===== config.mk =====
export PLATFORM = sky130hd
export DESIGN_NAME = dcemu_top
export DESIGN_NICKNAME = d
export VERILOG_FILES = /design/src/hw/dcemu_pkg.sv /design/src/hw/dcemu_div_if.sv /design/src/hw/dcemu_top.sv /design/src/hw/dcemu_div.sv
export VERILOG_INCLUDE_DIRS = /design/src /design/src/hw
export SDC_FILE = /design/constraint.sdc
export NUM_CORES = 2
export LEC_CHECK = 0
export BUFFER_PORTS_ARGS = -buffer_cell sky130_fd_sc_hd__buf_2
export CAP_MARGIN = 25
export CORE_MARGIN = 5
export CORE_UTILIZATION = 30
export DETAILED_ROUTE_END_ITERATION = 8
export HOLD_SLACK_MARGIN = 0.06
export REMOVE_ABC_BUFFERS = 1
export SYNTH_ARGS = -nofsm -noshare
export SYNTH_HDL_FRONTEND = slang
export SYNTH_SLANG_ARGS = --single-unit

===== constraint.sdc =====
create_clock -name i_core_clk -period 15.52 [get_ports i_core_clk]
set_input_delay 2.328 -clock i_core_clk [delete_from_list [all_inputs] [get_ports i_core_clk]]
set_output_delay 2.328 -clock i_core_clk [all_outputs]
set_load 0.02 [all_outputs]

===== src/hw/dcemu_consts.svh =====
// constants for the divide, compare, extend and accumulate datapath slice
// Overview of operation
// RULE_01: unsigned divide 16/8 and 32/16 with remainder
// RULE_02: unsigned divide 16/16 and 32/32, quotient only
// RULE_03: signed divide 16/8 and 32/16 with remainder
// RULE_04: signed divide 16/16 and 32/32, quotient only
// RULE_05: compare subtracts source from destination, no write
// RULE_06: compare sets condition flags, operands unchanged
// RULE_07: negate gives zero minus operand, any size
// RULE_08: zero extend pads upper bits with zeros
// RULE_09: sign extend copies bit 7 or 15 upward
// RULE_10: extend byte-word, byte-long, halfword-long
// RULE_11: test byte against zero, then set bit 7
// RULE_12: accumulate signed product of two memory operands
// RULE_13: accumulator clear sets every bit to zero
// RULE_14: accumulator load copies general register in
// RULE_15: accumulator store copies out, accumulator kept
// RULE_16: zero divisor gives fixed result and flags
`ifndef DCEMU_CONSTS_SVH
`define DCEMU_CONSTS_SVH

`define DCEMU_DIV_STEPS 6'h20
`define DCEMU_FLAG_C 0
`define DCEMU_FLAG_V 1
`define DCEMU_FLAG_Z 2
`define DCEMU_FLAG_N 3
`define DCEMU_TAS_SET 8'h80
`define DCEMU_MAC_RESET 32'h0000_0000

`endif


===== src/hw/dcemu_pkg.sv =====
// types shared by the datapath slice
package dcemu_pkg;
  typedef enum logic [3:0] {
    OP_UNSIGNED_DIVIDE_WITH_REMAINDER = 4'h0,
    OP_UNSIGNED_DIVIDE_QUOTIENT_ONLY = 4'h1,
    OP_SIGNED_DIVIDE_WITH_REMAINDER = 4'h2,
    OP_SIGNED_DIVIDE_QUOTIENT_ONLY = 4'h3,
    OP_COMPARE = 4'h4,
    OP_TWOS_COMPLEMENT = 4'h5,
    OP_ZERO_EXTEND = 4'h6,
    OP_SIGN_EXTEND = 4'h7,
    OP_TEST_AND_SET_MSB = 4'h8,
    OP_MULTIPLY_ACCUMULATE = 4'h9,
    OP_ACCUMULATOR_CLEAR = 4'ha,
    OP_ACCUMULATOR_LOAD = 4'hb,
    OP_ACCUMULATOR_STORE = 4'hc
  } dcemu_op_t;

  typedef enum logic [1:0] {
    SZ_B = 2'h0,
    SZ_W = 2'h1,
    SZ_L = 2'h2
  } dcemu_size_t;

  typedef enum logic [0:0] {
    ST_IDLE = 1'h0,
    ST_DIV_WAIT = 1'h1
  } dcemu_state_t;
endpackage : dcemu_pkg


===== src/hw/dcemu_div_if.sv =====
// request and answer signals between the control slice and the divider
`timescale 1ns/10ps
interface dcemu_div_if;
  logic start;
  logic [31:0] dividend;
  logic [31:0] divisor;
  logic done;
  logic [31:0] quotient;
  logic [31:0] remainder;

  modport requester(output start, output dividend, output divisor,
                    input done, input quotient, input remainder);
  modport divider(input start, input dividend, input divisor,
                  output done, output quotient, output remainder);
endinterface : dcemu_div_if


===== src/hw/dcemu_top.sv =====
// divide, compare, negate, extend, test-and-set and accumulate datapath slice
`timescale 1ns/10ps
`include "dcemu_consts.svh"
module dcemu_top import dcemu_pkg::*; (
  input wire logic i_core_clk,
  input wire logic i_rst_n,
  input wire logic i_start,
  input wire dcemu_op_t i_op,
  input wire dcemu_size_t i_size,
  input wire logic i_ext_src_half,
  input wire logic [31:0] i_dst,
  input wire logic [31:0] i_src,
  output logic o_busy,
  output logic o_done,
  output logic [31:0] o_result,
  output logic o_result_we,
  output logic [3:0] o_flags,
  output logic o_flags_we,
  output logic [31:0] o_mac
);
  // ----------------------------------------------------------------
  // size helpers
  // ----------------------------------------------------------------
  function automatic logic [31:0] fit(input logic [31:0] v, input dcemu_size_t s);
    case (s)
      SZ_B: fit = {24'h0, v[7:0]};
      SZ_W: fit = {16'h0, v[15:0]};
      default: fit = v;
    endcase
  endfunction : fit

  function automatic logic [31:0] sext(input logic [31:0] v, input dcemu_size_t s);
    case (s)
      SZ_B: sext = {{24{v[7]}}, v[7:0]};
      SZ_W: sext = {{16{v[15]}}, v[15:0]};
      default: sext = v;
    endcase
  endfunction : sext

  function automatic logic sign_of(input logic [31:0] v, input dcemu_size_t s);
    case (s)
      SZ_B: sign_of = v[7];
      SZ_W: sign_of = v[15];
      default: sign_of = v[31];
    endcase
  endfunction : sign_of

  // n and z from a sized value, v and c cleared
  function automatic logic [3:0] nz_flags(input logic [31:0] v, input dcemu_size_t s);
    logic [3:0] f;
    f = 4'h0;
    f[`DCEMU_FLAG_N] = sign_of(v, s);
    f[`DCEMU_FLAG_Z] = fit(v, s) == 32'h0;
    nz_flags = f;
  endfunction : nz_flags

  // ----------------------------------------------------------------
  // op decode
  // ----------------------------------------------------------------
  dcemu_state_t state;
  logic [31:0] acc;
  logic q_neg;
  logic r_neg;
  logic div_with_rem;
  dcemu_size_t div_size;

  wire logic idle = state == ST_IDLE;
  wire logic accept = i_start && idle;
  wire logic is_unsigned_divide_with_remainder = i_op == OP_UNSIGNED_DIVIDE_WITH_REMAINDER;
  wire logic is_unsigned_divide_quotient_only = i_op == OP_UNSIGNED_DIVIDE_QUOTIENT_ONLY;
  wire logic is_signed_divide_with_remainder = i_op == OP_SIGNED_DIVIDE_WITH_REMAINDER;
  wire logic is_signed_divide_quotient_only = i_op == OP_SIGNED_DIVIDE_QUOTIENT_ONLY;
  wire logic is_div = is_unsigned_divide_with_remainder || is_unsigned_divide_quotient_only || is_signed_divide_with_remainder || is_signed_divide_quotient_only;
  wire logic with_rem = is_unsigned_divide_with_remainder || is_signed_divide_with_remainder;
  wire logic is_signed = is_signed_divide_with_remainder || is_signed_divide_quotient_only;
  wire logic is_cmp = i_op == OP_COMPARE;
  wire logic is_neg = i_op == OP_TWOS_COMPLEMENT;
  wire logic is_zero_extend_op = i_op == OP_ZERO_EXTEND;
  wire logic is_sign_extend_op = i_op == OP_SIGN_EXTEND;
  wire logic is_ext = is_zero_extend_op || is_sign_extend_op;
  wire logic is_tas = i_op == OP_TEST_AND_SET_MSB;
  wire logic is_mac = i_op == OP_MULTIPLY_ACCUMULATE;
  wire logic is_clr = i_op == OP_ACCUMULATOR_CLEAR;
  wire logic is_ldm = i_op == OP_ACCUMULATOR_LOAD;
  wire logic is_stm = i_op == OP_ACCUMULATOR_STORE;

  // ----------------------------------------------------------------
  // compare and negate share one subtractor
  // ----------------------------------------------------------------
  wire logic [31:0] sub_a = is_neg ? 32'h0 : fit(i_dst, i_size); // RULE_07
  wire logic [31:0] sub_b = fit(is_neg ? i_dst : i_src, i_size); // RULE_05
  wire logic [31:0] sub_res = sub_a - sub_b;
  wire logic [31:0] sub_fit = fit(sub_res, i_size); // RULE_07
  wire logic sub_c = sub_a < sub_b;
  wire logic sub_v = (sign_of(sub_a, i_size) != sign_of(sub_b, i_size)) &&
                     (sign_of(sub_res, i_size) != sign_of(sub_a, i_size));
  wire logic [3:0] sub_flags = nz_flags(sub_res, i_size) |
                               ({3'h0, sub_c} << `DCEMU_FLAG_C) |
                               ({3'h0, sub_v} << `DCEMU_FLAG_V); // RULE_06

  // ----------------------------------------------------------------
  // extension, test-and-set, multiply-accumulate
  // ----------------------------------------------------------------
  // a halfword source with a word result is passed through unchanged
  wire dcemu_size_t ext_from = i_ext_src_half ? SZ_W : SZ_B; // RULE_10
  wire logic [31:0] ext_zero = fit(i_dst, ext_from); // RULE_08
  wire logic [31:0] ext_sign = sext(i_dst, ext_from); // RULE_09
  wire logic [31:0] ext_res = fit(is_sign_extend_op ? ext_sign : ext_zero, i_size);
  wire logic [31:0] tas_res = {24'h0, i_dst[7:0] | `DCEMU_TAS_SET}; // RULE_11
  wire logic [3:0] tas_flags = nz_flags(i_dst, SZ_B); // RULE_11
  // operands widened first so the product keeps all 32 bits
  wire logic signed [31:0] mac_prod = 32'($signed(i_dst[15:0])) *
                                      32'($signed(i_src[15:0])); // RULE_12

  // ----------------------------------------------------------------
  // divide setup: magnitudes go to the divider, signs are kept here
  // ----------------------------------------------------------------
  wire dcemu_size_t dvd_sz = with_rem ? ((i_size == SZ_B) ? SZ_W : SZ_L) : i_size; // RULE_01
  wire dcemu_size_t dvs_sz = with_rem ? ((i_size == SZ_B) ? SZ_B : SZ_W) : i_size; // RULE_02
  wire logic [31:0] dvd_raw = is_signed ? sext(i_dst, dvd_sz) : fit(i_dst, dvd_sz);
  wire logic [31:0] dvs_raw = is_signed ? sext(i_src, dvs_sz) : fit(i_src, dvs_sz);
  wire logic dvd_neg = is_signed && dvd_raw[31]; // RULE_03
  wire logic dvs_neg = is_signed && dvs_raw[31]; // RULE_04
  wire logic [31:0] dvd_mag = dvd_neg ? 32'h0 - dvd_raw : dvd_raw;
  wire logic [31:0] dvs_mag = dvs_neg ? 32'h0 - dvs_raw : dvs_raw;
  wire logic div_zero = dvs_raw == 32'h0;
  // a zero divisor never starts the divider: the dividend stays and v is raised
  wire logic [31:0] dz_result = fit(i_dst, dvd_sz); // RULE_16
  wire logic [3:0] dz_flags = 4'h1 << `DCEMU_FLAG_V; // RULE_16

  dcemu_div_if u_div_if();

  assign u_div_if.start = accept && is_div && !div_zero;
  assign u_div_if.dividend = dvd_mag;
  assign u_div_if.divisor = dvs_mag;

  dcemu_div u_div (
    .i_core_clk(i_core_clk),
    .i_rst_n(i_rst_n),
    .div(u_div_if.divider)
  );

  // quotient is negative when signs differ, remainder follows the dividend
  wire logic [31:0] q_fix = q_neg ? 32'h0 - u_div_if.quotient : u_div_if.quotient; // RULE_03
  wire logic [31:0] r_fix = r_neg ? 32'h0 - u_div_if.remainder : u_div_if.remainder;
  wire logic [31:0] rem_pair = (div_size == SZ_B) ? {16'h0, r_fix[7:0], q_fix[7:0]} :
                                                    {r_fix[15:0], q_fix[15:0]}; // RULE_01
  wire logic [31:0] div_result = div_with_rem ? rem_pair : fit(q_fix, div_size); // RULE_02
  wire dcemu_size_t q_sz = div_with_rem ? ((div_size == SZ_B) ? SZ_B : SZ_W) : div_size;
  wire logic [3:0] div_flags = nz_flags(q_fix, q_sz);

  // ----------------------------------------------------------------
  // one-cycle result selection
  // ----------------------------------------------------------------
  wire logic [31:0] imm_result = is_div ? dz_result :
                                 is_neg ? sub_fit :
                                 is_ext ? ext_res :
                                 is_tas ? tas_res :
                                 is_stm ? acc : 32'h0; // RULE_15
  wire logic [3:0] imm_flags = is_div ? dz_flags :
                               (is_cmp || is_neg) ? sub_flags :
                               is_ext ? nz_flags(ext_res, i_size) :
                               is_tas ? tas_flags : 4'h0;
  // compare never writes back, so its operands stay as they were
  wire logic imm_rwe = is_div || is_neg || is_ext || is_tas || is_stm; // RULE_06
  wire logic imm_fwe = is_div || is_cmp || is_neg || is_ext || is_tas;

  // ----------------------------------------------------------------
  // control
  // ----------------------------------------------------------------
  always_ff @(posedge i_core_clk) begin
    if (!i_rst_n) begin
      state <= ST_IDLE;
    end else begin
      case (state)
        ST_IDLE: state <= u_div_if.start ? ST_DIV_WAIT : ST_IDLE;
        ST_DIV_WAIT: state <= u_div_if.done ? ST_IDLE : ST_DIV_WAIT;
        default: state <= ST_IDLE;
      endcase
    end
  end

  always_ff @(posedge i_core_clk) begin
    if (!i_rst_n) begin
      q_neg <= 1'b0;
      r_neg <= 1'b0;
      div_with_rem <= 1'b0;
      div_size <= SZ_B;
    end else if (u_div_if.start) begin
      q_neg <= dvd_neg != dvs_neg;
      r_neg <= dvd_neg;
      div_with_rem <= with_rem;
      div_size <= i_size;
    end
  end

  wire logic fin_div = (state == ST_DIV_WAIT) && u_div_if.done;
  wire logic fin_imm = accept && !u_div_if.start;

  always_ff @(posedge i_core_clk) begin
    if (!i_rst_n) begin
      o_done <= 1'b0;
      o_result <= 32'h0;
      o_result_we <= 1'b0;
      o_flags <= 4'h0;
      o_flags_we <= 1'b0;
    end else begin
      o_done <= fin_div || fin_imm;
      o_result <= fin_div ? div_result : fin_imm ? imm_result : o_result;
      o_result_we <= fin_div || (fin_imm && imm_rwe);
      o_flags <= fin_div ? div_flags : (fin_imm && imm_fwe) ? imm_flags : o_flags;
      o_flags_we <= fin_div || (fin_imm && imm_fwe);
    end
  end

  // ----------------------------------------------------------------
  // accumulator
  // ----------------------------------------------------------------
  always_ff @(posedge i_core_clk) begin
    if (!i_rst_n) begin
      acc <= `DCEMU_MAC_RESET;
    end else if (accept && is_clr) begin
      acc <= 32'h0; // RULE_13
    end else if (accept && is_ldm) begin
      acc <= i_src; // RULE_14
    end else if (accept && is_mac) begin
      acc <= acc + mac_prod; // RULE_12
    end
  end

  assign o_mac = acc;
  assign o_busy = !idle;
endmodule : dcemu_top


===== src/hw/dcemu_div.sv =====
// iterative unsigned 32 by 32 restoring divider
`timescale 1ns/10ps
`include "dcemu_consts.svh"
module dcemu_div import dcemu_pkg::*; (
  input wire logic i_core_clk,
  input wire logic i_rst_n,
  dcemu_div_if.divider div
);
  // ----------------------------------------------------------------
  // one quotient bit per cycle
  // ----------------------------------------------------------------
  logic [31:0] rem;
  logic [31:0] quo;
  logic [31:0] dvs;
  logic [5:0] cnt;
  logic busy;
  logic done;

  wire logic [32:0] shifted = {rem, quo[31]};
  wire logic take = shifted >= {1'b0, dvs};
  wire logic [32:0] diff = shifted - {1'b0, dvs};

  // remainder stays below the divisor, so 32 bits always hold it
  always_ff @(posedge i_core_clk) begin
    if (!i_rst_n) begin
      rem <= 32'h0;
      quo <= 32'h0;
      dvs <= 32'h0;
      cnt <= 6'h0;
      busy <= 1'b0;
    end else if (div.start) begin
      rem <= 32'h0;
      quo <= div.dividend;
      dvs <= div.divisor;
      cnt <= `DCEMU_DIV_STEPS;
      busy <= 1'b1;
    end else if (busy) begin
      rem <= take ? diff[31:0] : shifted[31:0];
      quo <= {quo[30:0], take};
      cnt <= cnt - 6'h1;
      busy <= cnt != 6'h1;
    end
  end

  always_ff @(posedge i_core_clk) begin
    if (!i_rst_n) begin
      done <= 1'b0;
    end else begin
      done <= busy && (cnt == 6'h1);
    end
  end

  assign div.done = done;
  assign div.quotient = quo;
  assign div.remainder = rem;
endmodule : dcemu_div


; After elaboration in Yosys (flattened, before gate mapping)
; Cells that the tools add are included.
[totals]
register_bits = 181
inputBits = 74
elab_cells = 171
[classes]
addsub = 8
mul = 1
magnitude_cmp = 2
n_eq_ne = 23
n_mux = 61
bitwise = 4
reduce_logical = 53
[op_table]
columns = operator, count
row1 = case mux 32 bit (2 select lines), 13
row2 = 2-to-1 mux 32 bit, 22
row3 = logical NOT 32 bit, 5
row4 = subtractor 1 x 32 -> 32 bit (first input constant), 3
row5 = subtractor 32 bit, 2
row6 = >= comparator 33 x 32 -> 1 bit, 1
row7 = adder 32 bit, 1
row8 = less-than comparator 32 bit, 1
row9 = multiplier 16 x 16 -> 32 bit, 1
row10 = 2-to-1 mux 4 bit, 6
row11 = == test 4 bit (second input constant), 5
row12 = logical OR 1 bit, 18
row13 = == test 4 x 3 -> 1 bit (second input constant), 4
row14 = 2-to-1 mux 16 bit, 1
row15 = subtractor 1 x 16 -> 16 bit (first input constant), 1
row16 = logical AND 1 bit, 14
row17 = logical NOT 2 bit, 6
row18 = 2-to-1 mux 6 bit, 2
row19 = case mux 1 bit (2 select lines), 6
row20 = == test 2 x 1 -> 1 bit (second input constant), 5
row21 = == test 4 x 2 -> 1 bit (second input constant), 2
row22 = 2-to-1 mux 2 bit, 4
row23 = nonzero test 2 bit, 4
row24 = 2-to-1 mux 1 bit, 7
row25 = other kinds (12), 18

; Longest topological paths before layout
[logic_depth]
depth_word = 14
depth_mapped = 25
depth_no_buf = 23

; Cells and area by module
; Synthesis repeated with hierarchy kept, for this count alone.
[unflattened]
cells_unflattened = 3545
hier_area_um2 = 27595.2
[modules_own_cells]
columns = module, n_inst, cells_each, area_each_um2, seq_area_each_um2
row1 = dcemu_top, 1, 2786, 21317.9, 1541.5
row2 = dcemu_div, 1, 759, 6277.3, 2082.0

; Worst setup path before layout
; No wires, ideal clock.
[synth_timing]
kind = in2reg
start = input i_dst[15]
end = register acc[30], in the netlist o_mac[30]
arrival_ns = 8.264
setup_slack_ns = 7.182
path_stages = 25
path_buffers = 3
cell_sequence = clkbuf_1 clkbuf_1 nand2_1 inv_1 fa_1 fa_1 inv_1 fa_1 inv_1 fa_1 fa_1 inv_1 fa_1 inv_1 ha_1 clkbuf_1 and3_1 o31a_1 o21ai_0 a21oi_1 or3_1 o41a_1 nand2_1 nand4b_1 a31oi_1
[synth_via]
elab_chain_cells = 4
[synth_rtl]
columns = item, line
row1 = "start, declared", dcemu_top.sv:11  ; input wire logic [31:0] i_dst,
row2 = multiplier 16 x 16 -> 32 bit, dcemu_top.sv:112  ; wire logic signed [31:0] mac_prod = 32'($signed(i_dst[15:0])) *
row3 = adder 32 bit, dcemu_top.sv:227  ; acc <= acc + mac_prod;
row4 = 2-to-1 mux 32 bit, dcemu_top.sv:226  ; end else if (accept && is_mac) begin
row5 = 2-to-1 mux 32 bit, dcemu_top.sv:224  ; end else if (accept && is_ldm) begin
row6 = "end signal, assigned", dcemu_top.sv:221  ; acc <= `DCEMU_MAC_RESET;
row7 = "end signal, assigned", dcemu_top.sv:225  ; acc <= i_src;
row8 = "end signal, assigned", dcemu_top.sv:227
row9 = "end, declared", dcemu_top.sv:61  ; logic [31:0] acc;
; Every way passes these cells. The select of a mux whose other input is x is not followed.
; A chain may end at the register's enable or synchronous reset.

; Final worst setup path
[layout_timing]
start = input i_dst[15]
end = register acc[31], in the netlist o_mac[31]
; Same word-level chain as after synthesis.

==> flow_summary.yaml <==
sta:
  post-route-period-util: 0.541
  worst_slack_ns: 7.12
  setup_violations: 0
  max_freq_mhz: 119
  holdWs_ns: 0.450
  hold_viol: 0
  skew_ns: 0.0124
  tightestPinTransition_ns: 1.12
  slew_headroom: 0.247
  drv_slew: 0
  rsz0062_at_grt: "false"
  fin_crit_ns: 8.40
  final.setup.tns_ns: 0
synth:
  netlist_area_um2: 27800
  synth-edff-count: 0
  syn_avg_cell_area_um2: 7.69
  async_flop_share: 0
  synth-main-ff-cell: "dfxtp_1"
  ys_seq_area_frac: 0.130
  yosys_warnings: 0
  yosysUniqueCellTypes: 95
  ys_ff_latch: 181
  netlist_instances: 3611
global_routing:
  antenna_found_initial: 14
  grt_pass1_wl_um: 160000
  grt_max_degree: 75
  grt_overflow: 0
  grt_pass1_vias: 26100
  gr-usage-all-layers: 0.210
cts:
  clock_latency_ns: 0.50
  clock-sinks: 181
  post_cts_buffers: 0
  hold_buffers: 0
  htree_levels: 4
  cts_tree: "done"
  numCtsBuffers: 17
  post_cts_resized: 0
  cts_root_buf: "clkbuf_16"
  clk_pin_slew_ns: 0.08
  clock_path_buffers: 2
setup_path:
  cp.required_ns: 15.97
  r2r_slack_ns: 9.88
  path_cells: "buf_2, nand2_1, inv_1, fa_1, inv_1, fa_1, inv_1, fa_1, fa_1, fa_1, inv_1, fa_1, inv_1, ha_1, inv_1, a31oi_1, o21ai_0, a21oi_1, or2_2, o21ai_0, a211oi_1, or4_1, nand3_1"
  rr_startpoint: "o_mac[15]"
  cp.arrival_ns: 8.84
  cpPeakStageDelay_ns: 0.80
  cpMaxStageDelayCell: "fa_1"
  timing.rr.end: "o_mac[24]"
  cp-start-kind: "input port"
  end_kind: "flip-flop"
  r2r_cells: 19
  cp_max_fo: 25
  crit_type: "input port to flip-flop"
routing:
  drt_iter0_drc: 2553
  vias: 26700
  drc_errors: 0
  drtPass1Iterations: 6
  post_drt_wl_per_cell_um: 21.8
  ant_nets: 0
  viasPerCell: 5.52
  routed_wl_um: 105000
final_layout:
  mostFrequentLayoutCells: "nand2_1 (453), inv_1 (428), fa_1 (294), nor2_1 (243), a21oi_1 (238)"
  drive_gt1_frac: 0.0759
  syn2layout_area_growth_pct: 8.32
  final_util: 0.328
  fin_nets: 4109
  final_common_cell: "nand2_1"
hold_path:
  min_path_type: "flip-flop to flip-flop"
  hold_depth: 2
  holdPathEnd: "o_result[23]"
  holdCritStartpoint: "o_result[23]"
status:
  status: "finished clean"
placement:
  place_ws_ns: 6.67
  finalWeightedCongestion: 0.939
  port_buffers: 145
  hpwl_um: 79900
die:
  initial_core_util: 0.303
  top_level_ports: 146
  die_y_um: 314
  design.die.area_um2: 98800
  fp.dieW_um: 314
  core-area_um2: 91800
  num_rows: 111
pwr:
  power_density_nw_per_um2: 191
  p_leak_uw: 0.0133
  peakVddDrop_mv: 0.297
flow_run:
  cap_violations: 0
[worst max path at each step]
stage                         start        end
after global routing      i_dst[15]  o_mac[31]
after global placement     i_dst[0]  o_mac[24]
after CTS                 i_dst[15]  o_mac[31]
final                     i_dst[15]  o_mac[31]
after floorplan            i_src[1]  o_mac[31]
after detailed placement  i_dst[15]  o_mac[31]
[Yosys cell counts (57+ instances only)]
library cell  instances  share of area
nand2_1             454          0.061
inv_1               428          0.058
fa_1                294           0.21
nor2_1              243          0.033
a21oi_1             238          0.043
clkbuf_1            202          0.027
dfxtp_1             181           0.13
o21ai_0             173          0.031
ha_1                168          0.076
and2_1              138          0.031
xnor2_1              80          0.025
xor2_1               70          0.022
nand3_1              63          0.011
nor3_1               59          0.011
a211oi_1             57          0.015
[worst max-delay path, delay by kind of cell]
kind | cells | cell delay (ns)
and+or+nand+nor | 4 | 1.00
AOI/OAI and AO/OA | 5 | 0.83
adders and majority gates | 7 | 3.64
buffers and inverters | 7 | 1.03
[where the power goes]
| part | internal [uW] | switching, uW |
|---|---|---|
| Combinational | 1930 | 2790 |
| Clock | 278 | 213 |
| Sequential | 489 | 47.7 |
[cell families (layout without fill, tap and decap cells)]
group                      after synthesis  in the layout  share of synthesized area
AOI/OAI and AO/OA                      875            875                      0.211
xor gates and xnor gates               150            150                     0.0473
adders and majority gates              462            462                      0.288
buffers and inverters                  662            637                     0.0907
DFF                                    181            181                      0.130
muxes                                   59             59                     0.0215
other                                    0              5                          0
and+or+nand+nor                       1222           1222                      0.212
[routing by layer]
metal,vias up,track usage,part of all wire
li1,12300,-,-
met1,13100,0.274,0.42
met5,-,0,0.00045
met2,1059,0.343,0.46
met3,252,0.0379,0.078
met4,8,0.0872,0.047
[registers in the layout, indices dropped and copies added (netlist names)]
name and flops:
o_busy 1, u_div.div.done 1, div_with_rem 1, r_neg 1, o_flags_we 1, q_neg 1
o_flags 4, u_div.dvs 32, u_div.div.quotient 32, u_div.cnt 6, o_result_we 1, u_div.busy 1
u_div.div.remainder 32, o_done 1, div_size 2, o_mac 32, o_result 32
[final cells by class]
type                    instances  area [um2]
diodes                          5        12.5
clock buffers                  20         457
clock inverters                12         176
fillers                      9853       61700
inverters                     429        1610
multi-input cells            2768       21700
flip-flops and latches        181        3630
well taps                    1243        1560
repair buffers                176         986
[stage by stage]
stage          total power (uW)  std cells  area [um2]
6_report                   5750       4834       30100
5_1_grt                    6450       4829       30100
4_1_cts                    5750       4829       30100
3_5_place_dp               5230       4797       29400
3_3_place_gp               5220       4795       29400
2_1_floorplan              4140       3378       26900
Note: power is estimated with default switching activity, not from simulation.
